## config.mk

```make
export PLATFORM = sky130hd
export DESIGN_NAME = literal_and_indirect_move_ops
export DESIGN_NICKNAME = d
export VERILOG_FILES = /design/src/lit_move_pkg.sv /design/src/literal_and_indirect_move_ops.sv
export SDC_FILE = /design/constraint.sdc
export NUM_CORES = 1
export LEC_CHECK = 0
export ABC_AREA = 0
export BUFFER_PORTS_ARGS = -buffer_cell sky130_fd_sc_hd__clkbuf_2
export CAP_MARGIN = 20
export CORE_UTILIZATION = 40
export CTS_CLUSTER_SIZE = 28
export DETAILED_ROUTE_END_ITERATION = 10
export GPL_TIMING_DRIVEN = 0
export PLACE_DENSITY = 0.64
export SLEW_MARGIN = 20
export SYNTH_ARGS = -nofsm -noshare
export SYNTH_HDL_FRONTEND = slang
export SYNTH_SLANG_ARGS = --single-unit
```

## constraint.sdc

```tcl
create_clock -name i_clk_sys -period 2.8 [get_ports i_clk_sys]
set_input_delay 0.42 -clock i_clk_sys [delete_from_list [all_inputs] [get_ports i_clk_sys]]
set_output_delay 0.42 -clock i_clk_sys [all_outputs]
set_load 0.02 [all_outputs]
```

## src/lit_move_pkg.sv

```systemverilog
package lit_move_pkg;

	// ----------------------------------------------------------------
	// instruction encodings (14-bit words)
	// ----------------------------------------------------------------
	localparam int          INSTR_W           = 14;
	localparam logic [13:0] OPC_LIT_PAGE_MASK = 14'h3F80;
	localparam logic [13:0] OPC_LIT_PAGE      = 14'h3180;
	localparam logic [13:0] OPC_LIT_ACC_MASK  = 14'h3F00;
	localparam logic [13:0] OPC_LIT_ACC       = 14'h3000;
	localparam logic [13:0] OPC_ST_DIR_MASK   = 14'h3F80;
	localparam logic [13:0] OPC_ST_DIR        = 14'h0080;
	localparam logic [13:0] OPC_ST_IND_MASK   = 14'h3FF8;
	localparam logic [13:0] OPC_ST_IND        = 14'h0018;
	localparam logic [13:0] OPC_ST_REL_MASK   = 14'h3F80;
	localparam logic [13:0] OPC_ST_REL        = 14'h3F80;

	// ----------------------------------------------------------------
	// field positions
	// ----------------------------------------------------------------
	localparam int PTR_SEL_BIT_IND = 2;
	localparam int PTR_SEL_BIT_REL = 6;
	localparam int MODE_LSB        = 0;
	localparam int OFFSET_MSB      = 5;

	// ----------------------------------------------------------------
	// direct addresses of the two indirect access locations
	// ----------------------------------------------------------------
	localparam logic [6:0] ADDR_INDIRECT0 = 7'h00;
	localparam logic [6:0] ADDR_INDIRECT1 = 7'h01;

	// ----------------------------------------------------------------
	// reset values
	// ----------------------------------------------------------------
	localparam logic [6:0]  RST_PC_HIGH = 7'h00;
	localparam logic [7:0]  RST_ACC     = 8'h00;
	localparam logic [15:0] RST_PTR     = 16'h0000;

	// pointer update modes
	typedef enum logic [1:0] {
		MODE_PRE_INC  = 2'b00,
		MODE_PRE_DEC  = 2'b01,
		MODE_POST_INC = 2'b10,
		MODE_POST_DEC = 2'b11
	} pointer_update_mode_e;

endpackage

```

## src/literal_and_indirect_move_ops.sv

```systemverilog
`timescale 1ns/100ps

// What this block does
// - load_literal_page_latch puts its 7-bit literal into the pc high latch, no flags touched.
// - load_literal_accumulator puts its 8-bit literal into the accumulator, no flags touched.
// - store_accumulator_direct writes the accumulator to the 7-bit addressed file register.
// - a direct access to an indirect access location goes to the address in its pointer.
// - mode 00 pre-increments and mode 01 pre-decrements, the new pointer being the address.
// - mode 10 writes at the pointer then increments, mode 11 writes then decrements.
// - the relative form writes at pointer plus a signed offset of -32..31, pointer kept.
// - pointers are 16 bits wide and wrap modulo 2^16 on increment and decrement.
// - pointer updates by the indirect store never change any status flag.
module literal_and_indirect_move_ops
	import lit_move_pkg::*;
(
	// clock and reset
	input  wire logic        i_clk_sys,
	input  wire logic        i_rstn,
	// instruction from decode
	input  wire logic        i_instr_valid,
	input  wire logic [13:0] i_instr,
	// bank base for direct addresses
	input  wire logic [15:0] i_bank_base,
	// pointer loads from the rest of the core
	input  wire logic        i_ptr_load,
	input  wire logic        i_ptr_load_sel,
	input  wire logic [15:0] i_ptr_load_data,
	// data memory write port
	output logic             o_mem_we,
	output logic [15:0]      o_mem_addr,
	output logic [7:0]       o_mem_wdata,
	// architectural state
	output logic [6:0]       o_pc_high_latch,
	output logic [7:0]       o_accumulator,
	output logic [15:0]      o_indirect_pointer0,
	output logic [15:0]      o_indirect_pointer1,
	// status flags are never written by these instructions
	output logic             o_status_we
);

	// ----------------------------------------------------------------
	// helpers
	// ----------------------------------------------------------------
	// 16-bit step; the add is cut to 16 bits so wrap is natural
	function automatic logic [15:0] ptr_step(input logic [15:0] p, input logic dec);
		ptr_step = dec ? 16'(p - 16'h0001) : 16'(p + 16'h0001);
	endfunction

	// opcode compare under a mask; the masked-out bits are the operand fields
	function automatic logic match(input logic [13:0] w, input logic [13:0] m,
		input logic [13:0] v);
		match = ((w & m) == v);
	endfunction

	// ----------------------------------------------------------------
	// decode
	// ----------------------------------------------------------------
	logic                 is_page;
	logic                 is_acc;
	logic                 is_dir;
	logic                 is_ind;
	logic                 is_rel;
	logic                 dir_is_indirect;
	logic                 sel;
	pointer_update_mode_e mode;
	logic [15:0]          sel_ptr;
	logic [15:0]          offset_ext;

	logic [6:0]  pc_high_ff;
	logic [7:0]  acc_ff;
	logic [15:0] ptr0_ff;
	logic [15:0] ptr1_ff;
	logic [15:0] nxt_ptr;
	logic        nxt_ptr_we;
	logic        nxt_mem_we;
	logic [15:0] nxt_mem_addr;
	logic        mem_we_ff;
	logic [15:0] mem_addr_ff;
	logic [7:0]  mem_wdata_ff;

	// encodings are exact, so a word with stray bits set simply is not decoded here
	assign is_page = i_instr_valid && match(i_instr, OPC_LIT_PAGE_MASK, OPC_LIT_PAGE);
	assign is_acc  = i_instr_valid && match(i_instr, OPC_LIT_ACC_MASK, OPC_LIT_ACC);
	assign is_dir  = i_instr_valid && match(i_instr, OPC_ST_DIR_MASK, OPC_ST_DIR);
	assign is_ind  = i_instr_valid && match(i_instr, OPC_ST_IND_MASK, OPC_ST_IND);
	assign is_rel  = i_instr_valid && match(i_instr, OPC_ST_REL_MASK, OPC_ST_REL);

	// direct addresses 00 and 01 are the two indirect access locations
	assign dir_is_indirect = (i_instr[6:1] == ADDR_INDIRECT0[6:1]);
	assign mode            = pointer_update_mode_e'(i_instr[MODE_LSB +: 2]);

	// pointer select per instruction form
	always_comb begin
		if (is_rel) begin
			sel = i_instr[PTR_SEL_BIT_REL];
		end else if (is_ind) begin
			sel = i_instr[PTR_SEL_BIT_IND];
		end else begin
			sel = i_instr[0];
		end
	end

	// the offset is sign extended, so a negative offset reaches below the pointer
	assign sel_ptr    = sel ? ptr1_ff : ptr0_ff;
	assign offset_ext = {{10{i_instr[OFFSET_MSB]}}, i_instr[OFFSET_MSB:0]};

	// ----------------------------------------------------------------
	// address and pointer update
	// ----------------------------------------------------------------
	// one write per store; the address is formed here and registered below,
	// so the memory sees it in the cycle after the edge that takes the word
	always_comb begin
		nxt_mem_we   = 1'b0;
		nxt_mem_addr = 16'h0000;
		nxt_ptr      = sel_ptr;
		nxt_ptr_we   = 1'b0;
		if (is_dir) begin
			nxt_mem_we = 1'b1;
			if (dir_is_indirect) begin
				nxt_mem_addr = sel_ptr;
			end else begin
				nxt_mem_addr = {i_bank_base[15:7], i_instr[6:0]};
			end
		end else if (is_ind) begin
			nxt_mem_we = 1'b1;
			nxt_ptr_we = 1'b1;
			unique case (mode)
				MODE_PRE_INC: begin
					nxt_ptr      = ptr_step(sel_ptr, 1'b0);
					nxt_mem_addr = nxt_ptr;
				end
				MODE_PRE_DEC: begin
					nxt_ptr      = ptr_step(sel_ptr, 1'b1);
					nxt_mem_addr = nxt_ptr;
				end
				MODE_POST_INC: begin
					nxt_mem_addr = sel_ptr;
					nxt_ptr      = ptr_step(sel_ptr, 1'b0);
				end
				MODE_POST_DEC: begin
					nxt_mem_addr = sel_ptr;
					nxt_ptr      = ptr_step(sel_ptr, 1'b1);
				end
			endcase
		end else if (is_rel) begin
			nxt_mem_we   = 1'b1;
			nxt_mem_addr = 16'(sel_ptr + offset_ext);
		end
	end

	// ----------------------------------------------------------------
	// architectural registers
	// ----------------------------------------------------------------
	// page latch load
	always_ff @(posedge i_clk_sys or negedge i_rstn) begin
		if (!i_rstn) begin
			pc_high_ff <= RST_PC_HIGH;
		end else if (is_page) begin
			pc_high_ff <= i_instr[6:0];
		end
	end

	// accumulator load
	always_ff @(posedge i_clk_sys or negedge i_rstn) begin
		if (!i_rstn) begin
			acc_ff <= RST_ACC;
		end else if (is_acc) begin
			acc_ff <= i_instr[7:0];
		end
	end

	// pointers; an instruction update wins over a core load of the same pointer
	// because the store's address was already taken from the old value
	always_ff @(posedge i_clk_sys or negedge i_rstn) begin
		if (!i_rstn) begin
			ptr0_ff <= RST_PTR;
			ptr1_ff <= RST_PTR;
		end else begin
			if (nxt_ptr_we && !sel) begin
				ptr0_ff <= nxt_ptr;
			end else if (i_ptr_load && !i_ptr_load_sel) begin
				ptr0_ff <= i_ptr_load_data;
			end
			if (nxt_ptr_we && sel) begin
				ptr1_ff <= nxt_ptr;
			end else if (i_ptr_load && i_ptr_load_sel) begin
				ptr1_ff <= i_ptr_load_data;
			end
		end
	end

	// registered memory write
	// write data is the accumulator before the edge; a literal load and a store
	// never share a cycle, so no bypass from the literal is needed
	always_ff @(posedge i_clk_sys or negedge i_rstn) begin
		if (!i_rstn) begin
			mem_we_ff    <= 1'b0;
			mem_addr_ff  <= 16'h0000;
			mem_wdata_ff <= 8'h00;
		end else begin
			mem_we_ff    <= nxt_mem_we;
			mem_addr_ff  <= nxt_mem_addr;
			mem_wdata_ff <= acc_ff;
		end
	end

	// ----------------------------------------------------------------
	// outputs
	// ----------------------------------------------------------------
	assign o_mem_we            = mem_we_ff;
	assign o_mem_addr          = mem_addr_ff;
	assign o_mem_wdata         = mem_wdata_ff;
	assign o_pc_high_latch     = pc_high_ff;
	assign o_accumulator       = acc_ff;
	assign o_indirect_pointer0 = ptr0_ff;
	assign o_indirect_pointer1 = ptr1_ff;
	// tied low: none of these moves may touch a flag, pointer steps included
	assign o_status_we         = 1'b0;

endmodule // literal_and_indirect_move_ops

```

======== Word level (Yosys, flattened, before mapping) ========
Index checks and enable logic that the tools add are counted.
cells by class
  $add $sub $neg .......................... 3
  equal/unequal tests ..................... 8
  multiplexer cells ....................... 20
  reductions and logical operators ........ 18
operators by type and width
  cell                                                                   number
  16-bit 2-to-1 mux                                                      11
  16-bit one-hot mux with 3 select lines                                 1
  16-bit one-hot mux with 2 select lines                                 1
  16-bit by 1-bit adder with 16-bit output (second input constant)       1
  16-bit adder                                                           1
  16-bit by 1-bit subtractor with 16-bit output (second input constant)  1
  7-bit == test (second input constant)                                  2
  11-bit by 2-bit == test with 1-bit output (second input constant)      1
  1-bit logical AND                                                      9
  7-bit by 1-bit == test with 1-bit output (second input constant)       1
  1-bit 2-to-1 mux                                                       7
  6-bit == test (second input constant)                                  1
  6-bit logical NOT                                                      1
  2-bit OR reduction                                                     3
  2-bit == test (second input constant)                                  2
  2-bit nonzero test                                                     2
  2-bit by 1-bit == test with 1-bit output (second input constant)       1
  1-bit logical NOT                                                      2
  2-bit logical NOT                                                      1
word-level totals
  register bits after elaboration ......... 72
  output and inout bits ................... 73
  logic and storage cells ................. 56

======== Depth between registers and ports, before layout ========
Gate-level depths: netlist (run 1).
  word-level depth ........................ 10
  gate-level depth with buffers ........... 19
  gate-level depth less buffers ........... 16

======== Least setup slack after synthesis (run 1) ========
Ideal clock, no wire load.
  kind .................................... input-to-reg
  from .................................... in i_instr[8]
  to ...................................... reg mem_addr_ff[9] (netlist: o_mem_addr[9])
  library setup time ...................... 0.143 ns
  data arrival time ....................... 4.214 ns
  setup slack ............................. -1.556 ns
  stages .................................. 17
  cell sequence ........................... or4_4 > o41ai_4 > a31oi_1 > buf_6 > buf_6 > buf_2 > mux2i_1 > inv_1 > ha_1 > nand2_1 > a2111oi_0 > or4_1 > o31ai_1 > nand3b_1 > nor2b_1 > xor2_1 > o221ai_1
on the way
  cells in the longest elaborated chain, start to end .. 9
ends and longest elaborated chain
  item                                                                         line                                                                        RTL
  from (decl)                                                                  literal_and_indirect_move_ops.sv:21                                         input wire logic [13:0] i_instr,
  11-bit by 2-bit == test with 1-bit output                                    literal_and_indirect_move_ops.sv:52                                         match = ((w & m) == v);
  1-bit logical AND                                                            literal_and_indirect_move_ops.sv:85                                         assign is_ind = i_instr_valid && match(i_instr, OPC_ST_IND_MASK, OPC_ST_IND);
  1-bit 2-to-1 mux                                                             literal_and_indirect_move_ops.sv:96                                         end else if (is_ind) begin
  1-bit 2-to-1 mux                                                             literal_and_indirect_move_ops.sv:94                                         if (is_rel) begin
  16-bit 2-to-1 mux                                                            literal_and_indirect_move_ops.sv:104                                        assign sel_ptr = sel ? ptr1_ff : ptr0_ff;
  16-bit by 1-bit subtractor with 16-bit output, or another cell as far along  literal_and_indirect_move_ops.sv:46                                         ptr_step = dec ? 16'(p - 16'h0001) : 16'(p + 16'h0001);
  16-bit one-hot mux with 3 select lines or 16-bit 2-to-1 mux (tied branches)  literal_and_indirect_move_ops.sv:127, literal_and_indirect_move_ops.sv:145
  16-bit 2-to-1 mux                                                            literal_and_indirect_move_ops.sv:124                                        end else if (is_ind) begin
  16-bit 2-to-1 mux (*)                                                        literal_and_indirect_move_ops.sv:117                                        if (is_dir) begin
  named net nxt_mem_addr[9]                                                    literal_and_indirect_move_ops.sv:76                                         logic [15:0] nxt_mem_addr;
  to (signal assigned)                                                         literal_and_indirect_move_ops.sv:202                                        mem_addr_ff <= nxt_mem_addr;
  to (decl)                                                                    literal_and_indirect_move_ops.sv:78                                         logic [15:0] mem_addr_ff;
The timed path passes the listed nets; every way through them passes the cells marked *.
A chain may end at the register's enable or synchronous reset.

======== Worst setup path in the final report (run 1) ========
  from .................................... in i_instr[8]
  to ...................................... reg mem_addr_ff[14] (netlist: o_mem_addr[14])
Same word-level chain as after synthesis.

==> summary.txt, run 1 <==
Setup path
  – Worst Setup Path Type: in -> reg
  – Slowest CP cell: or4_4
  – Startpoint types: primary input
  – CP cell instances: buf_8 > or4_4 > o41ai_4 > a31oi_1 > buf_6 > buf_12 > buf_12 > mux2i_4 > inv_2 > ha_4 > a21oi_4 > o21bai_1 > a21o_1 > a211oi_2 > a21oi_2 > o21ai_2 > a21oi_2 > a21oi_2 > mux2i_1 > a221o_1
  – R2r worst-path depth: 14
  – RR Startpoint: o_indirect_pointer0[1]
  – CP Capture Type: register
  – Worst Setup EP: o_mem_addr[14]
  – Max incr delay on CP: 0.57 ns
  – WP data required: 3.01 ns
  – Worst path arrival time: approximately 4.2 ns
  – R2r setup slk: -0.61 ns
  – Reg2Reg Capture Point: o_mem_addr[14]
  – CP max FO: 7
  – Most used cell, CP: a21oi_2
  – Worst Setup SP: i_instr[8]

STA
  – Fin. max-slew vios: 0
  – Period minus WS final: ~4.0 ns
  – Tightest Pin Transition: between 0.8 and 0.9 ns
  – Max_slew headroom: 41.2%
  – Clock Skew: 0.0117 ns
  – # setup viols final: 41
  – Setup TNS: -28.94 ns
  – Tcrit/Tclk final: 143%
  – Hold Vio Cnt, Final: 0
  – Final setup margin: -1.22 ns
  – Hold WS: 0.0777 ns
  – Fmax: ~250 MHz
  – RSZ-0062 raised after global routing: true

Yosys
  – Dominant synthesized flop cell: dfrtp_1
  – Largest cells by area after synthesis: dfrtp_1 (35%), xnor2_1 (5.9%), a21oi_1 (4.9%)
  – Syn Std Cell Area: 0.00516 mm^2
  – Avg Synthesized Cell Area: 9.03 um^2
  – Most area-hungry cell type in the Yosys netlist: dfrtp_1
  – Syn nets: 638
  – Async S/R FF share, synth: between 90% and 100%
  – Post-synth top area share: 34.9%
  – Post-Synthesis Cells: 571
  – Post-synth EDFFs: 0
  – Seq/Total Area, Yosys: 34.9%
  – Yosys reg bits: 72
  – Yosys warning total: 0
  – Netlist cell types: 70

Clock tree
  – Clk sinks: 72
  – Cts bufs inserted: 9
  – Longest Clk Path Bufs: 2
  – Clk pin slew, worst setup/hold paths: around 0.060 ns
  – CTS Hold Bufs: 0
  – Clk Latency, worst-skew pair: 0.34 ns
  – TritonCTS clock tree: yes
  – Max H-tree Level: 3
  – CTS Root Cell: clkbuf_16

Route
  – Post-route DRC: 0
  – DR WL/cell: slightly below 20 um
  – Post-route ant nets: 0
  – Detailed-router iteration count before antenna repair: 5
  – Vias per cell: 5.77
  – Via count: 5341
  – Total wire length: 18.2 mm
  – Initial DRC count: 350

Layout
  – Design area: 0.00757 mm^2
  – Diode count: 0
  – Area grow syn2layout: 46.7%
  – Nets: 815
  – Share of cells above drive strength 1: a little over two fifths

Floorplan
  – Die Ht: 116 um
  – Starting Density: 40.9%
  – Core Area: 0.0126 mm^2
  – DIE WIDTH: 116 um
  – Die ar.: between 0.01 and 0.015 mm^2
  – Ports: 124
  – # rows: 41

Status
  – Failing checks: setup timing
  – Status: finished, violations left

GRT
  – Global Route Usage Sum: a little over a quarter
  – Pin count of the biggest net entering global routing: 38
  – Vias in the first global route: 5021
  – Congestion Overflow GR: 0
  – Initial antenna violation count: 0
  – Global-route wire length before repair: 27.1 mm

Placed design
  – Placed cell areas: 0.00613 mm^2
  – Port bufs: between 100 and 150
  – DPL Wire Length: 12.5 mm
  – Routability cong.: approximately 0.91

Power and ir drop
  – Max VDD drop: 314 uV
  – Total power per unit cell area: 541 mW/mm^2
  – LEAKAGE: 3.44 nW

Hold path
  – HP Class: in -> async

Flow run
  – Number of max-cap violations: 0
-- metrics by stage --
stage / instances / util [%] / power (W) / setup WS, ns
2_1_floorplan: 571 / - / 0.00214 / -1.31
3_3_place_gp: 857 / 48.3 / 0.00249 / -2.26
3_5_place_dp: 858 / 48.6 / 0.00252 / -2.29
4_1_cts: 908 / 56.3 / 0.00387 / -1.18
5_1_grt: 925 / 60.0 / 0.00428 / -1.35
6_report: 925 / 60.0 / 0.00409 / -1.22
-- synth_stat cells, types with 5 or more instances --
cell type and count:
dfrtp_1 72, a21oi_1 51, nand2_1 39, nor2_1 35, xnor2_1 35, a211oi_1 30
o21ai_0 25, clkbuf_1 22, nor2b_1 21, inv_1 18, mux2i_1 18, ha_1 16
nand3_1 14, and3_1 13, nor3_1 13, mux2_2 12, a21o_1 11, o221ai_1 10
nand4_1 9, a31oi_1 7, and2_1 6, xor2_1 6, nand2b_1 5, nor4_1 5
-- power breakdown --
part / total [W] / internal (W) / switching, W / leakage [nW]
combinational: 0.00170 / 0.000761 / 0.000943 / 2.37
clock: 0.00112 / 0.000626 / 0.000489 / 0.135
sequential: 0.00127 / 0.00114 / 0.000129 / 0.937
total: 0.00409 / 0.00253 / 0.00156 / 3.44
-- kinds of logic (layout without fill, tap and decap cells) --
logic type,after synthesis,in the layout,synth area share [%]
buffers and inverters,48,230,4.08
multiplexers,38,38,8.64
flip-flops,72,72,34.9
AND/OR/NAND/NOR,183,183,19.4
adder cells (fa/ha/maj),16,16,3.88
XOR/XNOR,41,41,6.96
AO/OA/AOI/OAI,172,172,22.0
other,1,1,0.0727
-- per-layer routing --
layer	share of wire [%]	track usage (%)	wire length, um	vias to the layer above
met5	0	0	0	-
met4	2.7	9.26	498	0
met3	7.9	5.18	1440	49
met2	46	42.8	8390	239
met1	43	37.1	7860	2577
li1	-	-	-	2476
-- registers in the layout, summed over array words and instances, names as in the netlist --
signal,count
o_indirect_pointer0,16
o_indirect_pointer1,16
o_mem_addr,16
o_accumulator,8
o_mem_wdata,8
o_pc_high_latch,7
o_mem_we,1
-- worst min path at each step --
stage | startpoint | endpoint | slack [ns]
floorplan | i_rstn | o_accumulator[0] | 0.12
global placement | o_accumulator[3] | o_mem_wdata[3] | 0.38
detailed placement | o_accumulator[3] | o_mem_wdata[3] | 0.39
CTS | i_rstn | o_pc_high_latch[1] | 0.1
global route | i_rstn | o_pc_high_latch[2] | 0.12
finish | i_rstn | o_pc_high_latch[2] | 0.08
-- repair_timing --
| item | CTS | global route |
|---|---|---|
| gates resized for setup | 84 | 68 |
| endpoints found under the setup margin | 46 | 46 |
| setup buffers | 35 | 18 |
| pin swaps | 43 | 35 |
-- layout by cell type (no fill, tap or decap), types with 9 or more instances in the layout --
master	netlist	final
clkbuf_2	0	107
dfrtp_1	72	72
a21oi_1	51	39
buf_4	1	38
nand2_1	39	33
a211oi_1	30	28
nor2_1	35	27
clkbuf_1	22	21
nor2b_1	21	18
xnor2_1	35	18
inv_1	18	15
o21ai_0	25	15
xnor2_2	0	14
nand3_1	14	13
buf_6	3	13
and3_1	13	13
mux2i_4	2	12
mux2_2	12	12
a21o_1	11	11
clkbuf_16	0	11
nand4_1	9	9
o21ai_1	3	9
a21oi_2	1	9
ha_1	16	9
-- area by class of cell --
class,count,area [um^2]
Multi-Input combinational cell,451,3920
Clock buffer,10,239
Clock inverter,6,42.5
Fill cell,1072,5050
Buffer,27,146
Timing Repair Buffer,167,1120
Tap cell,172,215
Inverter,20,77.6
Sequential cell,72,1800
-- worst max-delay path, delay by kind of cell --
family | cells | cell delay [ns]
AO/OA/AOI/OAI | 11 | 2.05
adder cells (fa/ha/maj) | 1 | 0.19
buffers and inverters | 5 | 0.65
multiplexers | 2 | 0.33
AND/OR/NAND/NOR | 1 | 0.57
Note: power is estimated with default switching activity, not from simulation.
==> run 2: changes to the inputs <==
==> constraint.sdc (replaced) <==
create_clock -name i_clk_sys -period 2.8 [get_ports i_clk_sys]
set_input_delay 0.28 -clock i_clk_sys [delete_from_list [all_inputs] [get_ports i_clk_sys]]
set_output_delay 0.28 -clock i_clk_sys [all_outputs]
set_load 0.02 [all_outputs]
==> run 2 against run 1 <==
  * The run still ends with setup timing left
  * Maximum frequency up 3.4%
  * Sequential cell count unchanged
  * Final area is 2.2% lower
  * Register-to-register slack improved by 0.03 ns
  * Wire length shrank 2.0%
  * Worst setup slack improved by 0.13 ns
  * Power decreased by 2.1%
  * Clock-buffer cell count fell by 1
  * Clock skew down 0.0027 ns
  * Die area unchanged
  * Largest power group unchanged
  * Highest routed layer unchanged
==> summary.txt, run 2 (synthesized netlist as in run 1, its figures left out) <==
Clock tree
  – Longest Clk Path Bufs: 2 (unchanged)
  – Cts bufs inserted: 9 (unchanged)
  – Clk Latency, worst-skew pair: 0.34 ns (about the same)
  – Clk pin slew, worst setup/hold paths: 0.06 ns (about the same)
  – CTS Root Cell: clkbuf_16
  – Max H-tree Level: 3 (unchanged)
  – TritonCTS clock tree: yes
  – Clk sinks: 72 (unchanged)

STA
  – Hold WS: 0.197 ns (+0.120 ns)
  – Fmax: 257 MHz (+3.4%)
  – Tightest Pin Transition: 0.839 ns (-0.0428 ns)
  – Tcrit/Tclk final: 139% (-4.7 points)
  – Hold Vio Cnt, Final: 0 (unchanged)
  – Period minus WS final: 3.88 ns (-0.130 ns)
  – # setup viols final: 39 (-4.9%)
  – Final setup margin: -1.08 ns (+0.130 ns)
  – Max_slew headroom: 44.0% (+2.9 points)
  – Clock Skew: 0.00905 ns (-0.00270 ns)
  – RSZ-0062 raised after global routing: true
  – Fin. max-slew vios: 0 (unchanged)

Route
  – Initial DRC count: 286 (-18%)
  – Total wire length: 17.8 mm (-2.0%)
  – Post-route ant nets: 0 (unchanged)
  – Post-route DRC: 0 (unchanged)
  – Vias per cell: 5.68 (-1.6%)
  – Via count: 5235 (-2.0%)
  – DR WL/cell: 19.3 um (-1.6%)
  – Detailed-router iteration count before antenna repair: 5 (unchanged)

Setup path
  – CP cell instances: clkbuf_16 > or4bb_4 > o41ai_4 > a31oi_1 > buf_6 > buf_4 > mux2_4 > ha_4 > and2_4 > nand3_1 > nor2_1 > o21ai_2 > a21oi_2 > o21ai_2 > a21oi_2 > a21oi_2 > mux2i_1 > a221o_1
  – Most used cell, CP: a21oi_2
  – RR Startpoint: o_indirect_pointer0[1]
  – Worst path arrival time: 4.09 ns (-0.14 ns)
  – CP Capture Type: register
  – CP max FO: 7 (unchanged)
  – Startpoint types: primary input
  – Worst Setup SP: i_instr[3]
  – WP data required: 3.01 ns (about the same)
  – Max incr delay on CP: 0.55 ns (-0.02 ns)
  – Slowest CP cell: or4bb_4
  – Worst Setup Path Type: in -> reg

Flow run
  – Number of max-cap violations: 0 (unchanged)

GRT
  – Pin count of the biggest net entering global routing: 38 (unchanged)
  – Congestion Overflow GR: 0 (unchanged)
  – Initial antenna violation count: 0 (unchanged)
  – Global Route Usage Sum: 27.1% (+0.063 points)
  – Global-route wire length before repair: 27.4 mm (+1.1%)
  – Vias in the first global route: 5130 (+2.2%)

Placed design
  – Setup WS pre-CTS: -2.18 ns (+0.103 ns)
  – Port bufs: 114 (unchanged)
  – DPL Wire Length: 12.4 mm (-1.1%)
  – Routability cong.: 0.929 (+2.0%)
  – Cells after DPL: 858 (unchanged)

Layout
  – Diode count: 0 (unchanged)
  – Most frequent cells in the layout: clkbuf_2 (110), dfrtp_1 (72), a21oi_1 (42), buf_4 (41), nand2_1 (34)
  – Commonest non-fill, non-tap cell in the layout: clkbuf_2
  – Fill cell count: 1097 (+2.3%)
  – Area grow syn2layout: 43.4%
  – Finished Layout Cells: 921 (-0.43%)
  – Nets: 811 (-0.49%)
  – Register area: 0.00180 mm^2 (unchanged)
  – Area of the multi-input gates: 0.00382 mm^2 (-2.6%)
  – Share of cells above drive strength 1: 41.3% (-1.5 points)

Power and ir drop
  – Max VDD drop: 356 uV (+14%)
  – Total power per unit cell area: 542 mW/mm^2 (+0.18%)
  – LEAKAGE: 3.36 nW (-2.3%)
  – Total power: 0.00401 W (-2.1%)

Floorplan
  – Starting Density: 40.9% (unchanged)
  – # rows: 41 (unchanged)
  – Ports: 124 (unchanged)
  – DIE WIDTH: 116 um (unchanged)
  – Die ar.: 0.0134 mm^2 (unchanged)
  – Core Area: 0.0126 mm^2 (unchanged)
  – Die Ht: 116 um (unchanged)

Status
  – Status: finished, violations left
  – Failing checks: setup timing

Hold path
  – HP Class: in -> reg
  – HP Start: i_instr[6]
## run 2: what timing repair did
action                     CTS  global route
setup endpoints to repair   46            45
hold buffers                 1             0
buffers inserted            33            18
resized for setup          101            23
hold endpoints to repair    36             0
pin swaps                   45            30
## run 2: final cells by class
| type | instances | share of cell area (%) |
|---|---|---|
| Clock buffer | 9 | 3.05 |
| Timing Repair Buffer | 163 | 14.3 |
| Tap cell | 172 | 2.91 |
| Clock inverter | 7 | 0.727 |
| Sequential cell | 72 | 24.4 |
| Buffer | 27 | 1.98 |
| Inverter | 20 | 1.05 |
| Multi-Input combinational cell | 451 | 51.7 |
## run 2: path summary, 6_finish.rpt
kind                       slack [ns]  cells past startpoint                      end
min                              0.20                      2       o_pc_high_latch[6]
max reg2reg                     -0.58                     14           o_mem_addr[14]
min in group asynchronous        0.48                      2       o_pc_high_latch[2]
max                             -1.08                     18           o_mem_addr[14]
max in group asynchronous        1.74                      3  o_indirect_pointer0[12]
min reg2reg                      0.40                      0           o_mem_wdata[2]
## run 2: metal layers
metal	up-vias	global-route usage, %	wire length, um
met3	42	5.96	1220
met4	0	10.1	511
met1	2517	36.5	7670
met5	-	0	0
met2	212	42.7	8410
li1	2464	-	-
## run 2: critical path: cells and delay by family
family | cells | cell delay [ns]
and+or+nand+nor | 4 | 1.04
adders and majority gates | 1 | 0.32
buffers and inverters | 3 | 0.44
AOI/OAI and AO/OA | 8 | 1.53
muxes | 2 | 0.47
## run 2: power breakdown
| group | total (W) | switching (W) | internal, W |
|---|---|---|---|
| Clock | 0.00111 | 0.000505 | 0.000608 |
| Sequential | 0.00127 | 0.000125 | 0.00114 |
| Combinational | 0.00163 | 0.000910 | 0.000715 |
| Total | 0.00401 | 0.00154 | 0.00246 |
## run 2: through the flow
stage | instance area, um^2 | setup TNS, ns | util [%]
after global routing | 7400 | -20.33 | 58.6
after CTS | 7190 | -17.07 | 57.0
after detailed placement | 6100 | -47.86 | 48.3
final | 7400 | -17.43 | 58.6
after floorplan | 5290 | -12.85 | -
after global placement | 6070 | -45.39 | 48.1
==> run 3: changes to the inputs <==
--- a/config.mk
+++ b/config.mk
@@ -9,3 +9,2 @@
 export BUFFER_PORTS_ARGS = -buffer_cell sky130_fd_sc_hd__clkbuf_2
-export CAP_MARGIN = 20
 export CORE_UTILIZATION = 40
@@ -14,3 +13,3 @@
 export GPL_TIMING_DRIVEN = 0
-export PLACE_DENSITY = 0.64
+export PLACE_DENSITY = 0.65
 export SLEW_MARGIN = 20
==> constraint.sdc (replaced) <==
create_clock -name i_clk_sys -period 2.8 [get_ports i_clk_sys]
set_input_delay 0.56 -clock i_clk_sys [delete_from_list [all_inputs] [get_ports i_clk_sys]]
set_output_delay 0.56 -clock i_clk_sys [all_outputs]
set_load 0.02 [all_outputs]
==> run 3 against run 2 <==
  * The run still ends with setup timing left
  * Clock-buffer cell count unchanged
  * Power rose by 7.4%
  * Sequential power is essentially flat
  * Non-clock buffer count increased by 13
  * Final cell count up 1.4%
  * First-iteration DRC count increased by 42%
  * Register-to-register slack barely moved
  * Global-route usage down 0.088 points
  * Die area stayed put
  * Sequential cell count unchanged
  * Core utilization is 2.9 points higher
  * Via count rose by 4.7%
  * Highest routed layer unchanged
==> summary.txt, run 3 (synthesized netlist as in run 1, its figures left out) <==
Status
  – Status: finished, violations left
  – Failing checks: setup timing

Floorplan
  – Ports: 124 (unchanged)
  – Starting Density: 40.9% (unchanged)
  – Die Ht: 116 um (unchanged)
  – Die ar.: 0.0134 mm^2 (unchanged)
  – Core Area: 0.0126 mm^2 (unchanged)
  – # rows: 41 (unchanged)
  – DIE WIDTH: 116 um (unchanged)

Setup path
  – Worst path arrival time: 4.45 ns (+0.36 ns)
  – Startpoint types: primary input
  – CP Capture Type: register
  – WP data required: 3.00 ns (about the same)
  – Reg2Reg Capture Point: o_mem_addr[14]
  – Worst Setup Path Type: in -> reg
  – Slowest CP cell: or4_4
  – CP max FO: 6 (-1)
  – R2r worst-path depth: 14 (unchanged)
  – Max incr delay on CP: 0.61 ns (+0.06 ns)
  – RR Startpoint: o_indirect_pointer0[1]
  – CP cell instances: buf_8 > or4_4 > o41ai_4 > a31oi_2 > buf_6 > buf_12 > buf_12 > mux2i_4 > inv_2 > ha_4 > nand2_4 > a2111oi_4 > or4_4 > o31ai_4 > nand3b_1 > nor2b_4 > xor2_1 > o221ai_1
  – R2r setup slk: -0.58 ns (about the same)

Placed design
  – Placed cell areas: 0.00613 mm^2 (+0.45%)
  – Setup WS pre-CTS: -2.42 ns (-0.239 ns)
  – Port bufs: 114 (unchanged)
  – DPL Wire Length: 12.3 mm (-0.76%)
  – Routability cong.: 0.940 (+1.3%)

STA
  – Max_slew headroom: 46.4% (+2.4 points)
  – Fin. max-slew vios: 0 (unchanged)
  – Clock Skew: 0.00475 ns (-0.00430 ns)
  – Hold Vio Cnt, Final: 0 (unchanged)
  – Period minus WS final: 4.26 ns (+0.371 ns)
  – Tcrit/Tclk final: 152% (+13 points)
  – Setup TNS: -37.10 ns (-19.67 ns)
  – Tightest Pin Transition: 0.804 ns (-0.0353 ns)
  – Final setup margin: -1.46 ns (-0.371 ns)
  – # setup viols final: 46 (+18%)
  – Fmax: 235 MHz (-8.7%)
  – RSZ-0062 raised after global routing: true

GRT
  – Met2 Use GR: 43.4% (+0.76 points)
  – Global-route wire length before repair: 26.9 mm (-1.5%)
  – Busiest grt layer: met2
  – Global Route Usage Sum: 27.0% (-0.088 points)
  – Met3 Usage GRT: 5.49% (-0.47 points)
  – Pin count of the biggest net entering global routing: 38 (unchanged)
  – Met1 Usage GRT: 36.0% (-0.57 points)
  – Congestion Overflow GR: 0 (unchanged)
  – Initial antenna violation count: 0 (unchanged)
  – Vias in the first global route: 4953 (-3.5%)

Clock tree
  – Max H-tree Level: 3 (unchanged)
  – Clk Latency, worst-skew pair: 0.35 ns (about the same)
  – CTS Root Cell: clkbuf_16
  – Cts bufs inserted: 9 (unchanged)
  – Clk sinks: 72 (unchanged)
  – Clk pin slew, worst setup/hold paths: 0.06 ns (about the same)
  – CTS Hold Bufs: 0 (-1)
  – Longest Clk Path Bufs: 2 (unchanged)
  – TritonCTS clock tree: yes

Route
  – Detailed-router iteration count before antenna repair: 5 (unchanged)
  – Post-route DRC: 0 (unchanged)
  – Post-route ant nets: 0 (unchanged)
  – DR WL/cell: 20.2 um (+4.5%)
  – Via count: 5480 (+4.7%)
  – Initial DRC count: 406 (+42%)
  – Vias per cell: 5.87 (+3.2%)
  – Total wire length: 18.9 mm (+6.0%)

Power and ir drop
  – Max VDD drop: 352 uV (-1.2%)
  – LEAKAGE: 3.49 nW (+3.8%)
  – Total power per unit cell area: 554 mW/mm^2 (+2.3%)
  – Total power: 0.00430 W (+7.4%)

Layout
  – Share of cells above drive strength 1: 45.0% (+3.8 points)
  – Diode count: 0 (unchanged)
  – Most frequent cells in the layout: clkbuf_2 (108), dfrtp_1 (72), buf_4 (43), a21oi_1 (35), nand2_1 (33)
  – Design area: 0.00776 mm^2 (+5.0%)
  – Fill cell count: 1007 (-8.2%)
  – Area grow syn2layout: 50.6%
  – Commonest non-fill, non-tap cell in the layout: clkbuf_2
  – Nets: 824 (+1.6%)

Flow run
  – Number of max-cap violations: 0 (unchanged)

Hold path
  – HP Class: in -> async
==> run 3: where the power goes <==
group,switching [W],internal (W),total (W)
registers,0.000131,0.00114,0.00127
logic,0.000970,0.000769,0.00174
clock network,0.000507,0.000782,0.00129
total,0.00161,0.00269,0.00430
==> run 3: worst max-delay path, delay by kind of cell <==
kind,cells,cell delay (ns)
XOR/XNOR,1,0.15
multiplexers,1,0.24
buffers and inverters,5,0.64
AND/OR/NAND/NOR,5,1.61
AO/OA/AOI/OAI,5,0.99
adder cells (fa/ha/maj),1,0.24
==> run 3: per-layer routing <==
layer  up-vias  routed length (um)
li1       2490                   -
met1      2679                8040
met2       270                8970
met3        41                1320
met4         0                 534
met5         -                   0
==> run 3: how the worst max path moves through the flow <==
stage                      from             end  slack, ns  cells after the start
floorplan           i_instr[11]   o_mem_addr[9]      -1.45                     17
global placement     i_instr[5]  o_mem_addr[14]      -2.40                     19
global route         i_instr[8]   o_mem_addr[9]      -1.52                     18
detailed placement   i_instr[5]  o_mem_addr[14]      -2.42                     18
CTS                  i_instr[5]  o_mem_addr[14]      -1.33                     18
finish               i_instr[8]   o_mem_addr[9]      -1.46                     18
==> run 3: per-stage QoR <==
step           utilization [%]  hold WS (ns)  std cells
5_1_grt                   61.5         0.256        934
4_1_cts                   56.2         0.230        901
3_5_place_dp              48.6         0.386        858
6_report                  61.5         0.209        934
3_3_place_gp              48.3         0.384        857
2_1_floorplan                -         0.264        571
==> run 3: final cells by class <==
| class | instances | area (um^2) | share of cell area, % |
|---|---|---|---|
| sequential | 72 | 1800 | 23.2 |
| buffer | 27 | 146 | 1.89 |
| clock inverter | 7 | 96.3 | 1.24 |
| clock buffer | 9 | 225 | 2.90 |
| tap | 172 | 215 | 2.77 |
| multi-input combinational | 451 | 4000 | 51.5 |
| inverter | 20 | 80.1 | 1.03 |
| timing repair buffer | 176 | 1200 | 15.5 |
==> run 3: repair_timing <==
action | CTS | global route
setup buffers | 27 | 36
endpoints found under the setup margin | 46 | 46
gates cloned | 0 | 0
endpoints found under the hold margin | 0 | 0
pin swaps | 36 | 46
gates resized for setup | 84 | 89
